File: src/tcc_pkg.sv
package tcc_pkg;

    // ************************************************************
    // timing
    // ************************************************************
    localparam int PCLK_NS      = 50;
    localparam int MC_NS        = 300;
    localparam int MC_CYCLES    = (MC_NS + PCLK_NS - 1) / PCLK_NS;
    localparam int RES_NS       = 600;
    localparam int MC_W         = 3;
    localparam int CNT_W        = 16;
    localparam int NCH          = 4;

    // ************************************************************
    // register map (byte addresses)
    // ************************************************************
    localparam logic [7:0] A_CTRL   = 8'h00;
    localparam logic [7:0] A_COUNT  = 8'h04;
    localparam logic [7:0] A_RELOAD = 8'h08;
    localparam logic [7:0] A_CC0    = 8'h0c;
    localparam logic [7:0] A_PORT   = 8'h1c;
    localparam logic [7:0] A_STAT   = 8'h20;
    localparam logic [7:0] A_MASK   = 8'h24;

    // ************************************************************
    // status bit positions
    // ************************************************************
    localparam int ST_OVF = 0;
    localparam int ST_EXT = 1;
    localparam int ST_CMP = 2;
    localparam int ST_CAP = 6;
    localparam int ST_W   = 10;

    localparam logic [CNT_W-1:0] COUNT_RST = 16'h0000;
    localparam logic [CNT_W-1:0] COUNT_MAX = 16'hffff;

    typedef enum logic [1:0] {
        TCC_STOP  = 2'b00,
        TCC_TIMER = 2'b01,
        TCC_GATED = 2'b11,
        TCC_EVENT = 2'b10
    } tcc_mode_t;

    typedef struct packed {
        logic [NCH-1:0] cap_en;
        logic [NCH-1:0] cmp_mode1;
        logic [NCH-1:0] cmp_en;
        logic           ext_reload_en;
        logic           reload_mode1;
        logic           reload_en;
        logic           div12;
        tcc_mode_t      mode;
    } tcc_ctrl_t;

    localparam int CTRL_W = $bits(tcc_ctrl_t);
    localparam logic [CTRL_W-1:0] CTRL_RST = 18'h00000;

endpackage

File: src/tcc_cmp_chan.sv
`timescale 1ns/1ns
`default_nettype none
module tcc_cmp_chan
    import tcc_pkg::*;
(
    input  wire logic pclk,    // clock
    input  wire logic presetn, // async reset, low
    input  wire logic en,      // compare enabled
    input  wire logic mode1,   // compare mode 1
    input  wire logic match,   // compare match pulse
    input  wire logic ovf,     // timer overflow pulse
    input  wire logic wr,      // software port write
    input  wire logic wdata,   // software port value
    output logic      pin,     // pin latch
    output logic      shadow   // shadow latch
);

    always_ff @(posedge pclk or negedge presetn) begin
        if (!presetn) begin
            shadow <= 1'b0;
        end else if (wr && (!en || mode1)) begin
            shadow <= wdata;
        end
    end

    always_ff @(posedge pclk or negedge presetn) begin
        if (!presetn) begin
            pin <= 1'b0;
        end else if (en && !mode1) begin
            if (match) begin
                pin <= 1'b1;
            end else if (ovf) begin
                pin <= 1'b0;
            end
        end else if (en && mode1) begin
            if (match) begin
                pin <= shadow;
            end
        end else if (wr) begin
            pin <= wdata;
        end
    end

endmodule
`default_nettype wire

File: src/tcc_pin_sample.sv
`timescale 1ns/1ns
`default_nettype none
module tcc_pin_sample
    import tcc_pkg::*;
#(
    parameter int W = 1
) (
    input  wire logic         pclk,    // clock
    input  wire logic         presetn, // async reset, low
    input  wire logic         mc_tick, // machine cycle strobe
    input  wire logic [W-1:0] pin,     // raw pins
    output logic      [W-1:0] level,   // sampled level
    output logic      [W-1:0] fall     // one-cycle falling edge
);

    logic [W-1:0] sync1;
    logic [W-1:0] sync2;

    always_ff @(posedge pclk or negedge presetn) begin
        if (!presetn) begin
            sync1 <= '0;
            sync2 <= '0;
        end else begin
            sync1 <= pin;
            sync2 <= sync1;
        end
    end

    // sampled once per machine cycle, an edge needs two samples
    always_ff @(posedge pclk or negedge presetn) begin
        if (!presetn) begin
            level <= '0;
            fall  <= '0;
        end else begin
            fall <= '0;
            if (mc_tick) begin
                level <= sync2;
                fall  <= level & ~sync2;
            end
        end
    end

endmodule
`default_nettype wire

File: src/tcc_timer.sv
// How it works
// - 16-bit counter, rollover sets overflow flag
// - timer mode counts at osc/6 or osc/12
// - gated mode counts only while gate high
// - event mode counts sampled gate falling edges
// - reload mode 0 reloads on overflow
// - reload mode 1 reloads on trigger fall
// - trigger fall sets flag if enabled
// - compare registers matched against timer continuously
// - compare mode 0 match drives output high
// - compare mode 0 overflow drives output low
// - compare mode 0 ignores software port writes
// - compare mode 1 shadow copied at match
// - four compare outputs, 600 ns resolution
// - four capture inputs, 600 ns resolution
//
// Chosen here: the placing of the registers and the APB interface to the registers.
`timescale 1ns/1ns
`default_nettype none
module tcc_timer
    import tcc_pkg::*;
(
    input  wire logic              pclk,                 // clock
    input  wire logic              presetn,              // async reset, low
    input  wire logic              psel,                 // apb select
    input  wire logic              penable,              // apb enable
    input  wire logic              pwrite,               // apb write
    input  wire logic [7:0]        paddr,                // apb byte address
    input  wire logic [31:0]       pwdata,               // apb write data
    output logic      [31:0]       prdata,               // apb read data
    output logic                   pready,               // apb ready
    output logic                   pslverr,              // apb error
    input  wire logic              gate_count_input,     // gate / event pin
    input  wire logic              reload_trigger_input, // reload trigger pin
    input  wire logic [NCH-1:0]    capture_input,        // capture pins
    output logic      [NCH-1:0]    compare_output,       // compare pins
    output logic                   irq                   // interrupt level
);

    // ************************************************************
    // registers and wires
    // ************************************************************
    tcc_ctrl_t              ctrl;
    logic [CNT_W-1:0]       count;
    logic [CNT_W-1:0]       reload;
    logic [CNT_W-1:0]       cc [NCH];
    logic [ST_W-1:0]        status;
    logic [ST_W-1:0]        mask;
    logic [MC_W-1:0]        mc_cnt;
    logic                   mc_tick;
    logic                   half;
    logic                   gate_level;
    logic                   gate_fall;
    logic                   trig_fall;
    logic [NCH-1:0]         cap_fall;
    logic [NCH-1:0]         eq_prev;
    logic [NCH-1:0]         match;
    logic [NCH-1:0]         pin_q;
    logic [NCH-1:0]         shadow_q;
    logic                   step;
    logic                   ovf;
    logic                   wr;
    logic                   rd;
    logic [ST_W-1:0]        next_set;
    logic [31:0]            next_rdata;
    logic                   next_err;

    function automatic logic hit(input logic [7:0] a, input logic [7:0] base);
        hit = (a == base);
    endfunction

    function automatic logic is_cc(input logic [7:0] a);
        is_cc = (a >= A_CC0) && (a < A_PORT) && (a[1:0] == 2'b00);
    endfunction

    assign wr = psel && penable && pready && pwrite;
    assign rd = psel && penable && !pready;

    // ************************************************************
    // machine cycle divider and prescaler
    // ************************************************************
    always_ff @(posedge pclk or negedge presetn) begin
        if (!presetn) begin
            mc_cnt  <= '0;
            mc_tick <= 1'b0;
        end else begin
            mc_tick <= (mc_cnt == MC_W'(MC_CYCLES - 1));
            if (mc_cnt == MC_W'(MC_CYCLES - 1)) begin
                mc_cnt <= '0;
            end else begin
                mc_cnt <= mc_cnt + 1'b1;
            end
        end
    end

    always_ff @(posedge pclk or negedge presetn) begin
        if (!presetn) begin
            half <= 1'b0;
        end else if (mc_tick) begin
            half <= ~half;
        end
    end

    // ************************************************************
    // pin sampling
    // ************************************************************
    tcc_pin_sample #(.W(1)) u_gate (
        .pclk    (pclk),
        .presetn (presetn),
        .mc_tick (mc_tick),
        .pin     (gate_count_input),
        .level   (gate_level),
        .fall    (gate_fall)
    );

    tcc_pin_sample #(.W(1)) u_trig (
        .pclk    (pclk),
        .presetn (presetn),
        .mc_tick (mc_tick),
        .pin     (reload_trigger_input),
        .level   (),
        .fall    (trig_fall)
    );

    tcc_pin_sample #(.W(NCH)) u_cap (
        .pclk    (pclk),
        .presetn (presetn),
        .mc_tick (mc_tick),
        .pin     (capture_input),
        .level   (),
        .fall    (cap_fall)
    );

    // ************************************************************
    // count step selection
    // ************************************************************
    always_comb begin
        case (ctrl.mode)
            TCC_TIMER: step = mc_tick && (!ctrl.div12 || half);
            TCC_GATED: step = mc_tick && (!ctrl.div12 || half) && gate_level;
            TCC_EVENT: step = gate_fall;
            TCC_STOP:  step = 1'b0;
            default:   step = 1'b0;
        endcase
    end

    assign ovf = step && (count == COUNT_MAX);

    // ************************************************************
    // counter with reload
    // ************************************************************
    always_ff @(posedge pclk or negedge presetn) begin
        if (!presetn) begin
            count <= COUNT_RST;
        end else if (wr && hit(paddr, A_COUNT)) begin
            count <= pwdata[CNT_W-1:0];
        end else if (ctrl.reload_en && ctrl.reload_mode1 && trig_fall) begin
            count <= reload;
        end else if (ovf && ctrl.reload_en && !ctrl.reload_mode1) begin
            count <= reload;
        end else if (step) begin
            count <= count + 1'b1;
        end
    end

    // ************************************************************
    // compare channels
    // ************************************************************
    always_ff @(posedge pclk or negedge presetn) begin
        if (!presetn) begin
            eq_prev <= '0;
        end else begin
            for (int i = 0; i < NCH; i++) begin
                eq_prev[i] <= (count == cc[i]);
            end
        end
    end

    generate
        for (genvar g = 0; g < NCH; g++) begin : g_ch
            // a match is the first cycle of equality
            assign match[g] = ctrl.cmp_en[g] && !ctrl.cap_en[g]
                              && (count == cc[g]) && !eq_prev[g];

            tcc_cmp_chan u_chan (
                .pclk    (pclk),
                .presetn (presetn),
                .en      (ctrl.cmp_en[g] && !ctrl.cap_en[g]),
                .mode1   (ctrl.cmp_mode1[g]),
                .match   (match[g]),
                .ovf     (ovf),
                .wr      (wr && hit(paddr, A_PORT)),
                .wdata   (pwdata[g]),
                .pin     (pin_q[g]),
                .shadow  (shadow_q[g])
            );
        end
    endgenerate

    assign compare_output = pin_q;

    // ************************************************************
    // compare / capture registers
    // ************************************************************
    always_ff @(posedge pclk or negedge presetn) begin
        if (!presetn) begin
            for (int i = 0; i < NCH; i++) begin
                cc[i] <= COUNT_RST;
            end
        end else begin
            for (int i = 0; i < NCH; i++) begin
                if (ctrl.cap_en[i] && cap_fall[i]) begin
                    cc[i] <= count;
                end else if (wr && hit(paddr, A_CC0 + 8'(4 * i))) begin
                    cc[i] <= pwdata[CNT_W-1:0];
                end
            end
        end
    end

    // ************************************************************
    // control, reload, mask
    // ************************************************************
    always_ff @(posedge pclk or negedge presetn) begin
        if (!presetn) begin
            ctrl   <= tcc_ctrl_t'(CTRL_RST);
            reload <= COUNT_RST;
            mask   <= '0;
        end else if (wr) begin
            if (hit(paddr, A_CTRL)) begin
                ctrl <= tcc_ctrl_t'(pwdata[CTRL_W-1:0]);
            end
            if (hit(paddr, A_RELOAD)) begin
                reload <= pwdata[CNT_W-1:0];
            end
            if (hit(paddr, A_MASK)) begin
                mask <= pwdata[ST_W-1:0];
            end
        end
    end

    // ************************************************************
    // status and interrupt
    // ************************************************************
    always_comb begin
        next_set         = '0;
        next_set[ST_OVF] = ovf;
        next_set[ST_EXT] = trig_fall && ctrl.ext_reload_en;
        next_set[ST_CMP +: NCH] = match;
        next_set[ST_CAP +: NCH] = cap_fall & ctrl.cap_en;
    end

    // a new event wins over a clear in the same cycle
    always_ff @(posedge pclk or negedge presetn) begin
        if (!presetn) begin
            status <= '0;
        end else if (wr && hit(paddr, A_STAT)) begin
            status <= (status & ~pwdata[ST_W-1:0]) | next_set;
        end else begin
            status <= status | next_set;
        end
    end

    always_ff @(posedge pclk or negedge presetn) begin
        if (!presetn) begin
            irq <= 1'b0;
        end else begin
            irq <= |(status & mask);
        end
    end

    // ************************************************************
    // apb read path, one wait state
    // ************************************************************
    always_comb begin
        next_rdata = '0;
        next_err   = 1'b0;
        if (hit(paddr, A_CTRL)) begin
            next_rdata[CTRL_W-1:0] = ctrl;
        end else if (hit(paddr, A_COUNT)) begin
            next_rdata[CNT_W-1:0] = count;
        end else if (hit(paddr, A_RELOAD)) begin
            next_rdata[CNT_W-1:0] = reload;
        end else if (is_cc(paddr)) begin
            next_rdata[CNT_W-1:0] = cc[paddr[3:2] - 2'b11];
        end else if (hit(paddr, A_PORT)) begin
            next_rdata[NCH-1:0]     = pin_q;
            next_rdata[2*NCH-1:NCH] = shadow_q;
        end else if (hit(paddr, A_STAT)) begin
            next_rdata[ST_W-1:0] = status;
        end else if (hit(paddr, A_MASK)) begin
            next_rdata[ST_W-1:0] = mask;
        end else begin
            next_err = 1'b1;
        end
    end

    always_ff @(posedge pclk or negedge presetn) begin
        if (!presetn) begin
            pready  <= 1'b0;
            pslverr <= 1'b0;
            prdata  <= '0;
        end else begin
            pready  <= rd;
            pslverr <= rd && next_err;
            if (rd && !pwrite) begin
                prdata <= next_rdata;
            end
        end
    end

endmodule
`default_nettype wire

File: config.mk
export PLATFORM = sky130hd
export DESIGN_NAME = tcc_timer
export DESIGN_NICKNAME = d
export VERILOG_FILES = /design/src/tcc_pkg.sv /design/src/tcc_cmp_chan.sv /design/src/tcc_pin_sample.sv /design/src/tcc_timer.sv
export SDC_FILE = /design/constraint.sdc
export NUM_CORES = 1
export LEC_CHECK = 0
export ABC_AREA = 1
export BUFFER_PORTS_ARGS = -buffer_cell sky130_fd_sc_hd__buf_2
export CORE_AREA = 2 2 166 168
export DETAILED_ROUTE_END_ITERATION = 7
export DIE_AREA = 0 0 168 170
export HOLD_SLACK_MARGIN = 0.08
export SYNTH_ARGS = -nofsm -noshare
export SYNTH_HDL_FRONTEND = slang
export SYNTH_SLANG_ARGS = --single-unit
File: constraint.sdc
create_clock -name pclk -period 2.1 [get_ports pclk]
set_input_delay 0.105 -clock pclk [delete_from_list [all_inputs] [get_ports pclk]]
set_output_delay 0.105 -clock pclk [all_outputs]
set_load 0.01 [all_outputs]
Word level (Yosys, flattened, before mapping)
Cells that the tools add are included.
- order comparisons: 3
- reduce and logical (&&, ||, !) cells: 96
- equal/unequal tests: 26
- bitwise logic cells: 14
- add/sub/neg operators: 3
- mux-type cells: 59
- operator list (cell ; number):
    $mux W16 ; 17
    $eq A16 B16 Y1 ; 4
    $logic_and A1 B1 Y1 ; 51
    $mux W10 ; 4
    $bmux W16 S2 ; 1
    $eq A8 B5 Y1 const B ; 4
    $mux W1 ; 30
    $and A10 B10 Y10 ; 2
    $logic_not A1 Y1 ; 20
    $or A10 B10 Y10 ; 2
    $add A16 B1 Y16 const B ; 1
    $eq A16 B16 Y1 const B ; 1
    $eq A8 B4 Y1 const B ; 2
    $eq A8 B6 Y1 const B ; 2
    $ne A3 B1 Y1 const B ; 4
    $ne A3 B2 Y1 const B ; 4
    $reduce_and A3 Y1 ; 4
    $reduce_bool A3 Y1 ; 4
    $not A10 Y10 ; 1
    $reduce_or A10 Y1 ; 1
    $and A4 B4 Y4 ; 2
    $eq A8 B3 Y1 const B ; 1
    $ge A8 B4 Y1 const B ; 1
    $logic_not A8 Y1 ; 1
    22 further kinds ; 37
- input bits: 51
- register bits: 196
- output and inout bits: 39
- logic and storage cells: 245

Depth between registers and ports, before layout
- word-level depth: 11
- mapped depth: 15
- depth with buffers taken out: 13

By module
Synthesis repeated with hierarchy kept, for this count alone.
- cell total of the unflattened synthesis: 1579
- area, all modules: 11367.2 µm²
- modules (own cells, without submodules) (module ; area each (µm²) ; cells an instance ; times used ; sequential area each (µm²)):
    tcc_timer ; 10116.0 ; 1442 ; 1 ; 4103.9
    tcc_cmp_chan ; 127.6 ; 19 ; 4 ; 50.0
    tcc_pin_sample at u_cap ; 488.0 ; 39 ; 1 ; 400.4
    tcc_pin_sample at u_gate ... ; 126.4 ; 11 ; 2 ; 100.1

Worst setup path after synthesis
Ideal clock, no wire load.
- path kind: in2reg
- from: input port paddr[2]
- to: register prdata[0]
- setup slack: 0.193 ns
- data required time: 2.034 ns
- stages: 13
- arrival time: 1.842 ns
- library setup time: 0.066 ns
- buffers on the path: 3
- cells stage by stage: clkinv_1 -> clkbuf_1 -> ha_1 -> clkbuf_1 -> clkbuf_1 -> o21ai_0 -> o21ai_0 -> nor2_1 -> nor2_1 -> nand3_1 -> nand2_1 -> nand2_1 -> nand2_1
- cells in the longest elaborated chain, start to end: 9
- elaborated cells on any way between the ends: 22
- those cells by class: 1 x add/sub; 2 x order compare; 5 x eq/ne; 10 x mux; 1 x bitwise; 3 x reduce/logical
- ends and longest elaborated chain (item ; RTL line ; RTL):
    from (decl) ; tcc_timer.sv:28 ; input wire logic [7:0] paddr,
    $sub A2 B2 Y2 ; tcc_timer.sv:285 ; next_rdata[CNT_W-1:0] = cc[paddr[3:2] - 2'b11];
    $not A2 Y3 (implied by the code) ; tcc_timer.sv:285 ;
    $bmux W16 S2 ; tcc_timer.sv:285 ;
    $mux W16 (implied by the code) (2 in a row) ; tcc_timer.sv:285 ;
    $mux W10 ; tcc_timer.sv:284 ; end else if (is_cc(paddr)) begin
    $mux W16 ; tcc_timer.sv:282 ; end else if (hit(paddr, A_RELOAD)) begin
    $mux W16 ; tcc_timer.sv:280 ; end else if (hit(paddr, A_COUNT)) begin
    $mux W16 (*) ; tcc_timer.sv:278 ; if (hit(paddr, A_CTRL)) begin
    to (signal assigned) ; tcc_timer.sv:307 ; prdata <= next_rdata;
    to (decl) ; tcc_timer.sv:30 ; output logic [31:0] prdata,
Mark *: on every way between the ends. The rest lies on a longest branch, timed or not. The select of a mux whose other input is x is not followed.
A chain may end at the register's enable or synchronous reset.

Worst setup path after layout
- from: register count[7]
- to: register status[3]
- cells in the longest elaborated chain, start to end: 5
- elaborated cells on any way between the ends: 6
- those cells by class: 1 x eq/ne; 1 x mux; 2 x bitwise; 2 x reduce/logical
- ends and longest elaborated chain (item ; RTL line ; RTL):
    from (decl) ; tcc_timer.sv:44 ; logic [CNT_W-1:0] count;
    from (signal assigned) ; tcc_timer.sv:156 ; count <= pwdata[CNT_W-1:0];
    from (signal assigned) ; tcc_timer.sv:158 ; count <= reload;
    from (signal assigned) ; tcc_timer.sv:160 ; count <= reload;
    $eq A16 B16 Y1 (*) ; tcc_timer.sv:183 ; && (count == cc[g]) && !eq_prev[g];
    $logic_and A1 B1 Y1 (*) (2 in a row) ; tcc_timer.sv:183 ;
    $or A10 B10 Y10, on equally long branches ; tcc_timer.sv:260, tcc_timer.sv:258 ;
    $mux W10 (*) ; tcc_timer.sv:257 ; end else if (wr && hit(paddr, A_STAT)) begin
    to (signal assigned) ; tcc_timer.sv:258 ; status <= (status & ~pwdata[ST_W-1:0]) | next_set;
    to (signal assigned) ; tcc_timer.sv:260 ; status <= status | next_set;
    to (decl) ; tcc_timer.sv:47 ; logic [ST_W-1:0] status;
Mark *: on every way between the ends. The rest lies on a longest branch, timed or not.

==> results.py <==
metrics = {
    "run_status": {
        "status": "complete, no violations",
    },
    "global_routing": {
        "antenna_found_initial": 0,
        "met2_usage": 0.4520,
        "grt_pass1_vias": 10080,
        "track_usage": 0.2777,
        "grt_overflow": 0,
        "grt_use_met1": 0.3677,
        "busiest_layer": "met2",
        "gr-usage-met3": 0.04186,
        "grt_start_max_net_pins": 67,
        "grt_first_pass_wirelength_mm": 59.22,
    },
    "timing": {
        "finalSetupTns_ns": 0,
        "relSlewSlack": 0.6069,
        "setup_viol": 0,
        "skew_ns": 0.02318,
        "setup_ws_ns": 0.1168,
        "fin_crit_ns": 1.983,
        "period_share": 0.9444,
        "timing.final.hold_violations": 0,
        "max_freq_ghz": 0.5042,
        "rsz0062_at_grt": "true",
        "slew_violations": 0,
        "worstMarginPinSlew_ns": 0.5890,
    },
    "drt": {
        "firstDrtPassIters": 6,
        "drt_wl_total_mm": 38.90,
        "num_vias": 10820,
        "ant_nets": 0,
        "drcViolationCount": 0,
        "viasPerCell": 5.306,
        "wl_per_cell_um": 19.08,
        "first_iter_violations": 991,
    },
    "clock_network": {
        "path_clk_slew_ns": 0.09,
        "h-tree-depth": 4,
        "clockBufferDepth": 2,
        "worstSkewPairLatency_ns": 0.46,
        "cts_tree": "done",
        "cts_root_buffer": "clkbuf_16",
        "cts.sinks": 196,
        "numCtsBuffers": 17,
    },
    "yosys": {
        "yosysSeqAreaShare": 0.4302,
        "synth_ff_type": "dfrtp_1",
        "yosys-top-cells-area": "dfrtp_1 43%, nand2_1 16%, o21ai_0 7.9%",
        "synth_enable_flop_cells": 0,
        "synth_cell_type_count": 37,
        "synth_top_area_frac": 0.4302,
        "synth.avg_cell_area_sq_um": 7.226,
        "yosys.area.top_type": "dfrtp_1",
        "ys_ff_latch": 196,
        "syn-cell-area_sq_mm": 0.01140,
        "synth_cells": 1578,
        "async_reset_ff_frac": 1.000,
        "yosysWarningCount": 0,
    },
    "setup_path": {
        "cp.arrival_ns": 2.37,
        "end_kind": "register",
        "path_class": "reg2reg",
        "required_ns": 2.49,
        "critical_path.startpoint_type": "register",
        "path_max_fanout": 8,
    },
    "placement": {
        "io_buffers": 61,
        "pre_cts_ws_ns": 0.08999,
        "place_hpwl_mm": 28.86,
        "dp_cells": 1979,
        "gp_congestion": 0.9513,
    },
    "die": {
        "die_w_um": 168,
        "dieArea_sq_mm": 0.02856,
        "ios": 90,
        "start_util": 0.4278,
        "rows": 60,
        "core_region_area_sq_mm": 0.02665,
        "fp.dieH_um": 170,
    },
    "final_layout": {
        "layout-drive-gt1-share": 0.1219,
        "final_cell_mix": "479 x nand2_1, 196 x dfrtp_1, 180 x o21ai_0, 151 x nor2_1, 144 x inv_1",
        "final_core_util": 0.5004,
        "nNetsFinal": 1741,
        "diodes": 0,
        "final-instance-count-excl-fill": 2039,
        "area_growth_pct": 16.96,
        "layout_commonest_cell": "nand2_1",
    },
    "pwr": {
        "p_leak_uw": 0.006674,
        "power_uw": 8374,
        "irDropWorstVdd_mv": 0.3797,
        "power_density_mw_per_mm2": 627.9,
    },
    "min_path": {
        "hold_path_class": "in2reg",
    },
    "job": {
        "maxCapViolCount": 0,
    },
}
-- sequential cells by signal, indices dropped and copies added (netlist names), 3 cells and up --
| register | count |
|---|---|
| count | 16 |
| g_ch.u_chan.pin | 4 |
| prdata | 18 |
| u_cap.sync2 | 4 |
| u_cap.sync1 | 4 |
| g_ch.u_chan.shadow | 4 |
| mc_cnt | 3 |
| ctrl | 18 |
| u_cap.fall | 4 |
| eq_prev | 4 |
| reload | 16 |
| status | 10 |
| u_cap.level | 4 |
| cc | 64 |
| mask | 10 |
-- metrics by stage --
step                hold slack [ns]  cell area (sq um)
finish                       0.1291              13340
global route                 0.1575              13340
CTS                          0.1111              13320
detailed placement          0.09604              12400
global placement            0.09459              12400
floorplan                   -0.1906              11450
-- critical path, cell delays in order, from the launching register on --
cell and delay (ns):
dfrtp_1 0.43, buf_4 0.23, inv_1 0.18, nand2_1 0.10, nand2_1 0.07, nor2_1 0.10
nand2_1 0.09, nor2_1 0.24, nand4_1 0.16, buf_4 0.18, buf_4 0.12, nand2_1 0.04
-- synth_stat cells (5+ instances only) --
cell type / n
buf_2: 26
a21oi_1: 50
nor3_1: 13
nand3_1: 86
nor2_2: 7
nand2_2: 10
nand2_1: 479
inv_1: 144
o211ai_1: 53
o21ai_1: 8
xor2_1: 52
ha_1: 5
dfrtp_1: 196
a31oi_1: 6
nor2_1: 152
inv_2: 5
buf_4: 23
clkbuf_1: 37
o21ai_0: 180
nand4_1: 13
-- where the power goes --
part	internal, uW	switching, uW	leakage, uW
logic	315	595	0.00385
registers	3840	47.4	0.00251
clock network	1680	1900	0.000308
total	5830	2540	0.00667
-- path summary, 6_finish.rpt --
| kind | depth (start not counted) | to | slack, ns | startpoint |
|---|---|---|---|---|
| worst max-delay path | 11 | status[3]$_DFF_PN0_ | 0.12 | count[7]$_DFFE_PN0P_ |
| worst min-delay path | 5 | prdata[17]$_DFFE_PN0P_ | 0.13 | pwrite |
| worst max register to register | 11 | status[3]$_DFF_PN0_ | 0.12 | count[7]$_DFFE_PN0P_ |
| worst min register to register | 0 | u_gate.sync2$_DFF_PN0_ | 0.35 | u_gate.sync1$_DFF_PN0_ |
| max in group asynchronous | 3 | prdata[8]$_DFFE_PN0P_ | 1.17 | presetn |
| min in group asynchronous | 2 | cc[61]$_DFFE_PN0P_ | 0.16 | presetn |
-- routing by layer --
layer  vias up  wire [um]
met3        73       2647
met2       426      17870
met1      5061      16720
met4         0       1661
li1       5259          -
met5         -          0
-- layout make-up --
cell class | instances | area, sq um
multi-input combinational | 1151 | 5487
clock buffer | 17 | 425.4
tap | 341 | 426.7
timing repair buffer | 166 | 1295
clock inverter | 15 | 221.5
inverter | 153 | 576.8
sequential | 196 | 4905
fill | 2690 | 13310
-- kinds of logic after synthesis --
| kind of cell | after synthesis | synth area share |
|---|---|---|
| compound gates | 303 | 0.1473 |
| xor+xnor | 52 | 0.03994 |
| fa+ha+maj | 5 | 0.005487 |
| buf+inv | 244 | 0.09360 |
| flops | 196 | 0.4302 |
| mux | 2 | 0.001975 |
| other cells | 1 | 0.0003289 |
| simple gates | 775 | 0.2812 |
-- repair_timing --
item                       CTS  global route
setup buffers                0             1
setup endpoints to repair    0            13
hold endpoints to repair   187             0
resized for setup            0             2
hold buffers                27             0
(Power assumes the default switching activity.)
